===== src/pkg/bpc_pkg.sv =====
// Package: offsets, field positions and constants of the primary command register block
package bpc_pkg;
    localparam logic [7:0]  BPC_OFF_IDENT    = 8'h00;
    localparam logic [7:0]  BPC_OFF_COMMAND  = 8'h04;
    localparam int          BPC_BIT_IO_EN    = 0;
    localparam int          BPC_BIT_MEM_EN   = 1;
    localparam int          BPC_BIT_MASTER   = 2;
    localparam int          BPC_BIT_SPECIAL  = 3;
    localparam int          BPC_BIT_MWI      = 4;
    localparam int          BPC_BIT_PALETTE  = 5;
    localparam int          BPC_BIT_PERR_EN  = 6;
    localparam int          BPC_BIT_STEP     = 7;
    localparam int          BPC_BIT_SERR_EN  = 8;
    localparam int          BPC_BIT_FBB_EN   = 9;
    localparam int          BPC_BIT_DPE      = 24;
    localparam logic [15:0] BPC_CMD_RESET    = 16'h0000;
    localparam logic [15:0] BPC_CMD_WR_MASK  = 16'h0367;
    localparam logic [9:0]  BPC_PAL_ADDR_A   = 10'h3c6;
    localparam logic [9:0]  BPC_PAL_ADDR_B   = 10'h3c8;
    localparam logic [9:0]  BPC_PAL_ADDR_C   = 10'h3c9;
    // Arbitrary neutral identification value
    localparam logic [15:0] BPC_DEVICE_IDENTIFIER    = 16'h5a01;
endpackage


===== src/rtl/bpc_command.sv =====
// Primary command register, identification field and derived enables
`timescale 1ns/1ns
module bpc_command (
    input  wire logic        clk_sys,
    input  wire logic        reset,
    input  wire logic        cfg_write,
    input  wire logic        cfg_read,
    input  wire logic [7:0]  cfg_addr,
    input  wire logic [31:0] cfg_wdata,
    input  wire logic [3:0]  cfg_be,
    output logic      [31:0] cfg_rdata,
    input  wire logic        fwd_mwi,
    input  wire logic        prim_io_cycle,
    input  wire logic        prim_mem_cycle,
    input  wire logic        prim_io_write,
    input  wire logic [15:0] prim_addr,
    input  wire logic        sec_io_cycle,
    input  wire logic        sec_mem_cycle,
    input  wire logic        fwd_request,
    input  wire logic        fbb_request,
    input  wire logic        perr_detected,
    input  wire logic        primary_parity_error_n,
    input  wire logic        serr_request,
    output logic             prim_io_claim,
    output logic             prim_mem_claim,
    output logic             palette_claim,
    output logic             sec_claim,
    output logic             prim_master_go,
    output logic             fbb_allow,
    output logic             perr_action,
    output logic             primary_system_error_n_o,
    output logic             primary_system_error_n_oe,
    output logic             data_parity_flag
);
    import bpc_pkg::*;

    // ------------------------------------------------------------
    // State
    // ------------------------------------------------------------
    logic [15:0] cmd_r, cmd_nxt;
    logic [31:0] rdata_r, rdata_nxt;
    logic        dpe_r, dpe_nxt;
    logic        io_claim_r, io_claim_nxt;
    logic        mem_claim_r, mem_claim_nxt;
    logic        pal_r, pal_nxt;
    logic        sec_r, sec_nxt;
    logic        mgo_r, mgo_nxt;
    logic        fbb_r, fbb_nxt;
    logic        pact_r, pact_nxt;
    logic        serr_oe_r, serr_oe_nxt;
    logic        pal_hit;
    logic [15:0] cmd_view;

    bpc_palette_decode u_pal (
        .io_addr     (prim_addr),
        .io_write    (prim_io_write),
        .snoop_en    (cmd_r[BPC_BIT_PALETTE]),
        .palette_hit (pal_hit)
    );

    // ------------------------------------------------------------
    // Decode helpers
    // ------------------------------------------------------------
    // Strobe aimed at the command and status dword
    function automatic logic cmd_dword_write(input logic       wr_strobe,
                                             input logic [7:0] addr);
        return wr_strobe && (addr == BPC_OFF_COMMAND);
    endfunction

    // One byte lane of the command word; masked bits always come back zero
    function automatic logic [7:0] lane_merge(input logic [7:0] old_val,
                                              input logic [7:0] new_val,
                                              input logic [7:0] wr_mask,
                                              input logic       lane_en);
        logic [7:0] merged;
        merged = old_val;
        if (lane_en) begin
            merged = new_val & wr_mask;
        end
        return merged;
    endfunction

    // ------------------------------------------------------------
    // Command register
    // ------------------------------------------------------------
    always_comb begin
        cmd_nxt = cmd_r;
        // Read-only and reserved bits are masked off on every write
        if (cmd_dword_write(cfg_write, cfg_addr)) begin
            cmd_nxt[7:0]  = lane_merge(cmd_r[7:0], cfg_wdata[7:0],
                                       BPC_CMD_WR_MASK[7:0], cfg_be[0]);
            cmd_nxt[15:8] = lane_merge(cmd_r[15:8], cfg_wdata[15:8],
                                       BPC_CMD_WR_MASK[15:8], cfg_be[1]);
        end
    end

    always_ff @(posedge clk_sys) begin
        if (reset) begin
            cmd_r <= BPC_CMD_RESET;
        end else begin
            cmd_r <= cmd_nxt;
        end
    end

    // ------------------------------------------------------------
    // Read data
    // ------------------------------------------------------------
    // Read data stands for one cycle and is zero otherwise, so a late
    // sampler sees zeros rather than a stale word
    always_comb begin
        // Bit 4 is a live view of forwarding, never stored
        cmd_view              = cmd_r;
        cmd_view[BPC_BIT_MWI] = fwd_mwi;
        rdata_nxt             = 32'h0000_0000;
        if (cfg_read) begin
            case (cfg_addr)
                BPC_OFF_IDENT: begin
                    // Low half belongs to another block and reads zero here
                    rdata_nxt = {BPC_DEVICE_IDENTIFIER, 16'h0000};
                end
                BPC_OFF_COMMAND: begin
                    rdata_nxt = {7'h00, dpe_r, 8'h00, cmd_view};
                end
                default: begin
                    rdata_nxt = 32'h0000_0000;
                end
            endcase
        end
    end

    always_ff @(posedge clk_sys) begin
        if (reset) begin
            rdata_r <= 32'h0000_0000;
        end else begin
            rdata_r <= rdata_nxt;
        end
    end

    // ------------------------------------------------------------
    // Data parity flag
    // ------------------------------------------------------------
    always_comb begin
        dpe_nxt = dpe_r;
        // Write one to clear through byte lane 3
        if (cmd_dword_write(cfg_write, cfg_addr) && cfg_be[3] && cfg_wdata[BPC_BIT_DPE]) begin
            dpe_nxt = 1'b0;
        end
        // Hardware set wins over a clear in the same cycle, so no error is lost
        if (!primary_parity_error_n && cmd_r[BPC_BIT_PERR_EN]) begin
            dpe_nxt = 1'b1;
        end
    end

    always_ff @(posedge clk_sys) begin
        if (reset) begin
            dpe_r <= 1'b0;
        end else begin
            dpe_r <= dpe_nxt;
        end
    end

    // ------------------------------------------------------------
    // Derived enables
    // ------------------------------------------------------------
    // Enables lag their inputs by one cycle; the forwarding logic around
    // this block must allow for that registered stage
    always_comb begin
        io_claim_nxt  = prim_io_cycle && cmd_r[BPC_BIT_IO_EN];
        mem_claim_nxt = prim_mem_cycle && cmd_r[BPC_BIT_MEM_EN];
        pal_nxt       = prim_io_cycle && pal_hit;
        sec_nxt       = (sec_io_cycle || sec_mem_cycle) && cmd_r[BPC_BIT_MASTER];
        mgo_nxt       = fwd_request && cmd_r[BPC_BIT_MASTER];
        // Stepping stays off, so fast back-to-back needs only its enable
        fbb_nxt       = fbb_request && cmd_r[BPC_BIT_FBB_EN];
        pact_nxt      = perr_detected && cmd_r[BPC_BIT_PERR_EN];
        serr_oe_nxt   = serr_request && cmd_r[BPC_BIT_SERR_EN];
    end

    always_ff @(posedge clk_sys) begin
        if (reset) begin
            io_claim_r  <= 1'b0;
            mem_claim_r <= 1'b0;
            pal_r       <= 1'b0;
            sec_r       <= 1'b0;
            mgo_r       <= 1'b0;
            fbb_r       <= 1'b0;
            pact_r      <= 1'b0;
            serr_oe_r   <= 1'b0;
        end else begin
            io_claim_r  <= io_claim_nxt;
            mem_claim_r <= mem_claim_nxt;
            pal_r       <= pal_nxt;
            sec_r       <= sec_nxt;
            mgo_r       <= mgo_nxt;
            fbb_r       <= fbb_nxt;
            pact_r      <= pact_nxt;
            serr_oe_r   <= serr_oe_nxt;
        end
    end

    assign cfg_rdata                 = rdata_r;
    assign prim_io_claim             = io_claim_r;
    assign prim_mem_claim            = mem_claim_r;
    assign palette_claim             = pal_r;
    assign sec_claim                 = sec_r;
    assign prim_master_go            = mgo_r;
    assign fbb_allow                 = fbb_r;
    assign perr_action               = pact_r;
    // Open drain: output is always low, enable carries the assertion
    assign primary_system_error_n_o  = 1'b0;
    assign primary_system_error_n_oe = serr_oe_r;
    assign data_parity_flag          = dpe_r;
endmodule // bpc_command


===== src/rtl/bpc_palette_decode.sv =====
// Palette snoop address decoder
`timescale 1ns/1ns
module bpc_palette_decode (
    input  wire logic [15:0] io_addr,
    input  wire logic        io_write,
    input  wire logic        snoop_en,
    output logic             palette_hit
);
    import bpc_pkg::*;

    // Upper address bits ignored so ISA aliases also hit
    always_comb begin
        palette_hit = snoop_en && io_write &&
                      ((io_addr[9:0] == BPC_PAL_ADDR_A) ||
                       (io_addr[9:0] == BPC_PAL_ADDR_B) ||
                       (io_addr[9:0] == BPC_PAL_ADDR_C));
    end
endmodule // bpc_palette_decode


===== config.mk =====
export PLATFORM = sky130hd
export DESIGN_NAME = bpc_command
export DESIGN_NICKNAME = d
export VERILOG_FILES = /design/src/pkg/bpc_pkg.sv /design/src/rtl/bpc_command.sv /design/src/rtl/bpc_palette_decode.sv
export SDC_FILE = /design/constraint.sdc
export NUM_CORES = 1
export LEC_CHECK = 0
export BUFFER_PORTS_ARGS = -buffer_cell sky130_fd_sc_hd__buf_2
export CORE_MARGIN = 2
export CORE_UTILIZATION = 34
export CTS_CLUSTER_DIAMETER = 50
export DETAILED_ROUTE_END_ITERATION = 10
export PLACE_DENSITY = 0.74
export SYNTH_ARGS = -nofsm -noshare
export SYNTH_HDL_FRONTEND = slang
export SYNTH_SLANG_ARGS = --single-unit

===== constraint.sdc =====
create_clock -name clk_sys -period 1.4 [get_ports clk_sys]
set_input_delay 0.21 -clock clk_sys [delete_from_list [all_inputs] [get_ports clk_sys]]
set_output_delay 0.21 -clock clk_sys [all_outputs]
set_load 0.01 [all_outputs]

; ---- Word level (Yosys, flattened, before mapping)
; Index checks and enable logic that the tools add are counted.
[classes]
n_eq_ne = 4
muxes = 3
bitwise = 1
reduce_logical = 23
[op_table]
columns = operator, count
row1 = $pmux W31 S2, 1
row2 = $eq A10 B10 Y1 const B, 3
row3 = $logic_and A1 B1 Y1, 14
row4 = $eq A8 B3 Y1 const B, 1
row5 = $logic_not A8 Y1, 1
row6 = $reduce_and A2 Y1, 2
row7 = $logic_or A1 B1 Y1, 3
row8 = $mux W1, 2
row9 = $reduce_bool A2 Y1, 1
row10 = $reduce_or A2 Y1, 1
row11 = $logic_not A1 Y1, 1
row12 = $not A1 Y1, 1
[word_totals]
regBits = 48
inputBits = 75
out_inout_bits = 42
wordCells = 43

; ---- Depth between registers and ports, before layout
[logic_depth]
depth_word = 6
depth_mapped = 3
mapped_depth_nobuf = 3

; ---- By module
; A second synthesis with hierarchy kept.
[hier_totals]
hier_cells = 114
hier_area_um2 = 1143.6
[by_module_without_submodules]
columns = module, n_inst, cells_per_inst, area_per_inst_um2, seq_area_each_um2
row1 = bpc_command, 1, 109, 1093.5, 520.5
row2 = bpc_palette_decode, 1, 5, 50.0, 0.0

; ---- Worst setup path after synthesis
; No wires, ideal clock.
[synth_timing]
path_type = input to register
start = in cfg_addr[6]
end = reg rdata_r[1], in the netlist cfg_rdata[1]
setup_time_ps = 59
t_arrival_ps = 1117
required_ps = 1341
slack_ps = 224
cell_stages = 3
path_buffers = 0
cell_sequence = or4_4 > nor3_4 > and2_1
[synth_between]
elab_chain_len = 2
word_cells_on_any_way = 3
classes_between = eq/ne: 1 / mux: 1 / reduce/logical: 1
[synth_rtl]
columns = element, line
row1 = from (decl), bpc_command.sv:8  ; input wire logic [7:0] cfg_addr,
row2 = $eq A8 B3 Y1 or $logic_not A8 Y1 (tied branches), bpc_command.sv:116  ; case (cfg_addr)
row3 = $pmux W31 S2 (*), bpc_command.sv:116
row4 = to (signal assigned), bpc_command.sv:135  ; rdata_r <= rdata_nxt;
row5 = to (decl), bpc_command.sv:41  ; logic [31:0] rdata_r, rdata_nxt;
; Every way passes the cells marked *; elsewhere a longest branch is shown, timed or not.
; A chain may end at the register's enable or synchronous reset.

; ---- Final worst setup path
[layout_timing]
start = in cfg_addr[6]
end = reg rdata_r[5], in the netlist cfg_rdata[5]
; The elaborated chain is that of the path after synthesis.

==> results_dict.tcl <==
set metrics [dict create \
    place_ws_ns -0.007137 \
    initial_core_util_pct 36.33 \
    post_drt_via_cell_ratio 3.943 \
    timing.max_cap.violations 0 \
    grt_setup_unrepaired "false" \
    post_synth_instance_area_mm2 0.001127 \
    yosysWarnings 0 \
    stdcell_count 230 \
    areaGrowthSynthToFinish_pct 30.41 \
    grt_max_degree 18 \
    grt_overflow_total 0 \
    worst-r2r-setup-slack_ns 0.60 \
    synthDominantCellAreaShare_pct 46.17 \
    tritoncts_buffers 3 \
    slowest_stage "sky130_fd_sc_hd__or4_4" \
    synthesis.area_per_instance_um2 9.554 \
    drt_pre_antenna_iters 3 \
    design_area_mm2 0.001470 \
    share_of_post_route_cells_with_drive_strength_above_1_pct 41.40 \
    critPathKind "in -> reg" \
    rows 20 \
    worst_setup_hold_path_clk_slew_ns 0.13 \
    timing.critical_path.slowest_cell_delay_ns 0.55 \
    fin_crit_ns 1.061 \
    n_fill_cell 331 \
    groute.usage.overall_pct 11.05 \
    synth_edf_count 0 \
    place_hpwl_mm 1.681 \
    synth_seq_area_share_pct 46.17 \
    arrival_ns 1.32 \
    syn-instance-count 118 \
    cp_num_buf_inv 1 \
    num_antenna_cells 0 \
    worst_setup_path_end_kind "register" \
    final_slew_viol_count 0 \
    yosys.area.top_type "sky130_fd_sc_hd__dfxtp_1" \
    die_width_um 61.58 \
    postPlaceCellArea_mm2 0.001434 \
    layout_setup_ws_ns 0.3388 \
    finalPower_mw 1.231 \
    finish.utilization_pct 47.38 \
    grt_first_pass_wirelength_mm 3.036 \
    synth_cell_type_count 23 \
    postRouteAntennaNets 0 \
    synth.cells.most_frequent "26 x sky130_fd_sc_hd__dfxtp_1, 23 x sky130_fd_sc_hd__buf_4, 15 x sky130_fd_sc_hd__nand2b_1, 10 x sky130_fd_sc_hd__nor2_1, 8 x sky130_fd_sc_hd__and2_1" \
    first_global_vias 736 \
    post-route-drc-count 0 \
    worstSetupStartpointType "primary input" \
    worst_ep_required_time_ns 1.66 \
    synth_area_leaders "sky130_fd_sc_hd__dfxtp_1 46%, sky130_fd_sc_hd__buf_4 15%, sky130_fd_sc_hd__nand2b_1 8.3%" \
    numPlacedInstances 226 \
    tritoncts_num_sinks 26 \
    top_level_pins 117 \
    final.period_utilization_pct 75.80 \
    post_cts_sizing 0 \
    synth_flop_cell "sky130_fd_sc_hd__dfxtp_1" \
    cp_max_fanout 7 \
    h_tree_depth 1 \
    synth.most_common_cell "sky130_fd_sc_hd__dfxtp_1" \
    postSynth.asyncResetShare_pct 0 \
    post-cts-setup-buffers 0 \
    drt-initial-drc-count 22 \
    crit_family "simple AND/OR/NAND/NOR gates" \
    core_area_mm2 0.003103 \
    fin_worst_skew_ns 0.007807 \
    timing.setup.tns_ns 0 \
    routed_wire_length_mm 2.030 \
    max_freq_mhz 942.3 \
    avgRoutedWirePerCell_um 8.826 \
    die_h_um 61.58 \
    initial_antenna_violation_count 0 \
    tritoncts "built" \
    outcome "complete, no violations" \
    cts_root_buffer "sky130_fd_sc_hd__clkbuf_4" \
    ctsLongestPathBuffers 2 \
    irDropWorstVdd_mv 0.2907 \
    place_congestion 0.7158 \
    ys_seq_elements 26 \
    vias 907 \
    cp_cell_sequence "buf_2 > or4_4 > nor3_4 > and2_1" \
    total_leakage_power_nw 0.8025 \
    setup_viol_count_final 0 \
    fin_nets 262 \
    hold-worst-slack_ns 0.05769 \
    final_hold_viol_count 0 \
    hold_buffers 0 \
    min-delay-path-class "in -> reg" \
    port_buffers 66 \
    worstSkewPairLatency_ns 0.31 \
    power_density_mw_per_mm2 837.2 \
    design.die.area_mm2 0.003792 \
]
[final timing paths]
path | from | end | cells past startpoint
worst max-delay path | cfg_addr[6] | cfg_rdata[5] | 4
worst min-delay path | primary_parity_error_n | data_parity_flag | 2
worst max register to register | cmd_r[5] | palette_claim | 2
worst min register to register | cmd_r[6] | cfg_rdata[6] | 1
[kinds of logic (layout without fill, tap and decap cells)]
kind of cell | count (synthesis) | in the layout | synth area share [%]
DFF | 26 | 26 | 46.17
buffers and inverters | 31 | 81 | 17.98
other | 1 | 19 | 0.3326
AOI/OAI and AO/OA | 1 | 1 | 0.7771
muxes | 7 | 7 | 6.216
and+or+nand+nor | 52 | 52 | 28.52
[metal layers]
layer,track usage (%),wire (um)
met1,12.60,795
met2,18.05,973
met3,4.202,247
met4,5.471,14
met5,0,0
[layout by cell type (no fill, tap or decap), types with 3 or more instances in the layout]
cell / count
sky130_fd_sc_hd__nor3_1: 4
sky130_fd_sc_hd__clkbuf_4: 3
sky130_fd_sc_hd__and2_1: 8
sky130_fd_sc_hd__mux2i_1: 7
sky130_fd_sc_hd__nand4_1: 4
sky130_fd_sc_hd__nor2_1: 10
sky130_fd_sc_hd__dfxtp_1: 26
sky130_fd_sc_hd__nand2b_1: 15
sky130_fd_sc_hd__buf_2: 66
sky130_fd_sc_hd__buf_4: 4
sky130_fd_sc_hd__conb_1: 19
sky130_fd_sc_hd__inv_1: 7
[power by group]
group / internal (mW) / leakage [nW] / switching [mW] / total, mW
Combinational: 0.0659 / 0.572 / 0.0640 / 0.130
Clock: 0.159 / 0.0210 / 0.202 / 0.361
Sequential: 0.740 / 0.209 / 0.0000994 / 0.740
Total: 0.965 / 0.802 / 0.266 / 1.23
[cell type report]
cell class                 instances  area (um2)  area share [%]
tap                               44       55.05           3.745
timing repair buffer              70       360.3           24.51
inverter                           7       26.28           1.787
clock buffer                       4       36.28           2.468
multi-input combinational         79       471.7           32.09
sequential                        26       520.5           35.40
[worst register-to-register path, stage by stage (launching register included)]
cell	delay (ns)
sky130_fd_sc_hd__dfxtp_1	0.38
sky130_fd_sc_hd__nand4_1	0.09
sky130_fd_sc_hd__nor4_1	0.25
[flip-flops by register name, indices dropped and copies added, names as in the netlist]
name / flops
perr_action: 1
data_parity_flag: 1
prim_master_go: 1
cfg_rdata: 10
cmd_r: 7
primary_system_error_n_oe: 1
fbb_allow: 1
sec_claim: 1
prim_io_claim: 1
palette_claim: 1
prim_mem_claim: 1
Note: power is estimated with default switching activity, not from simulation.
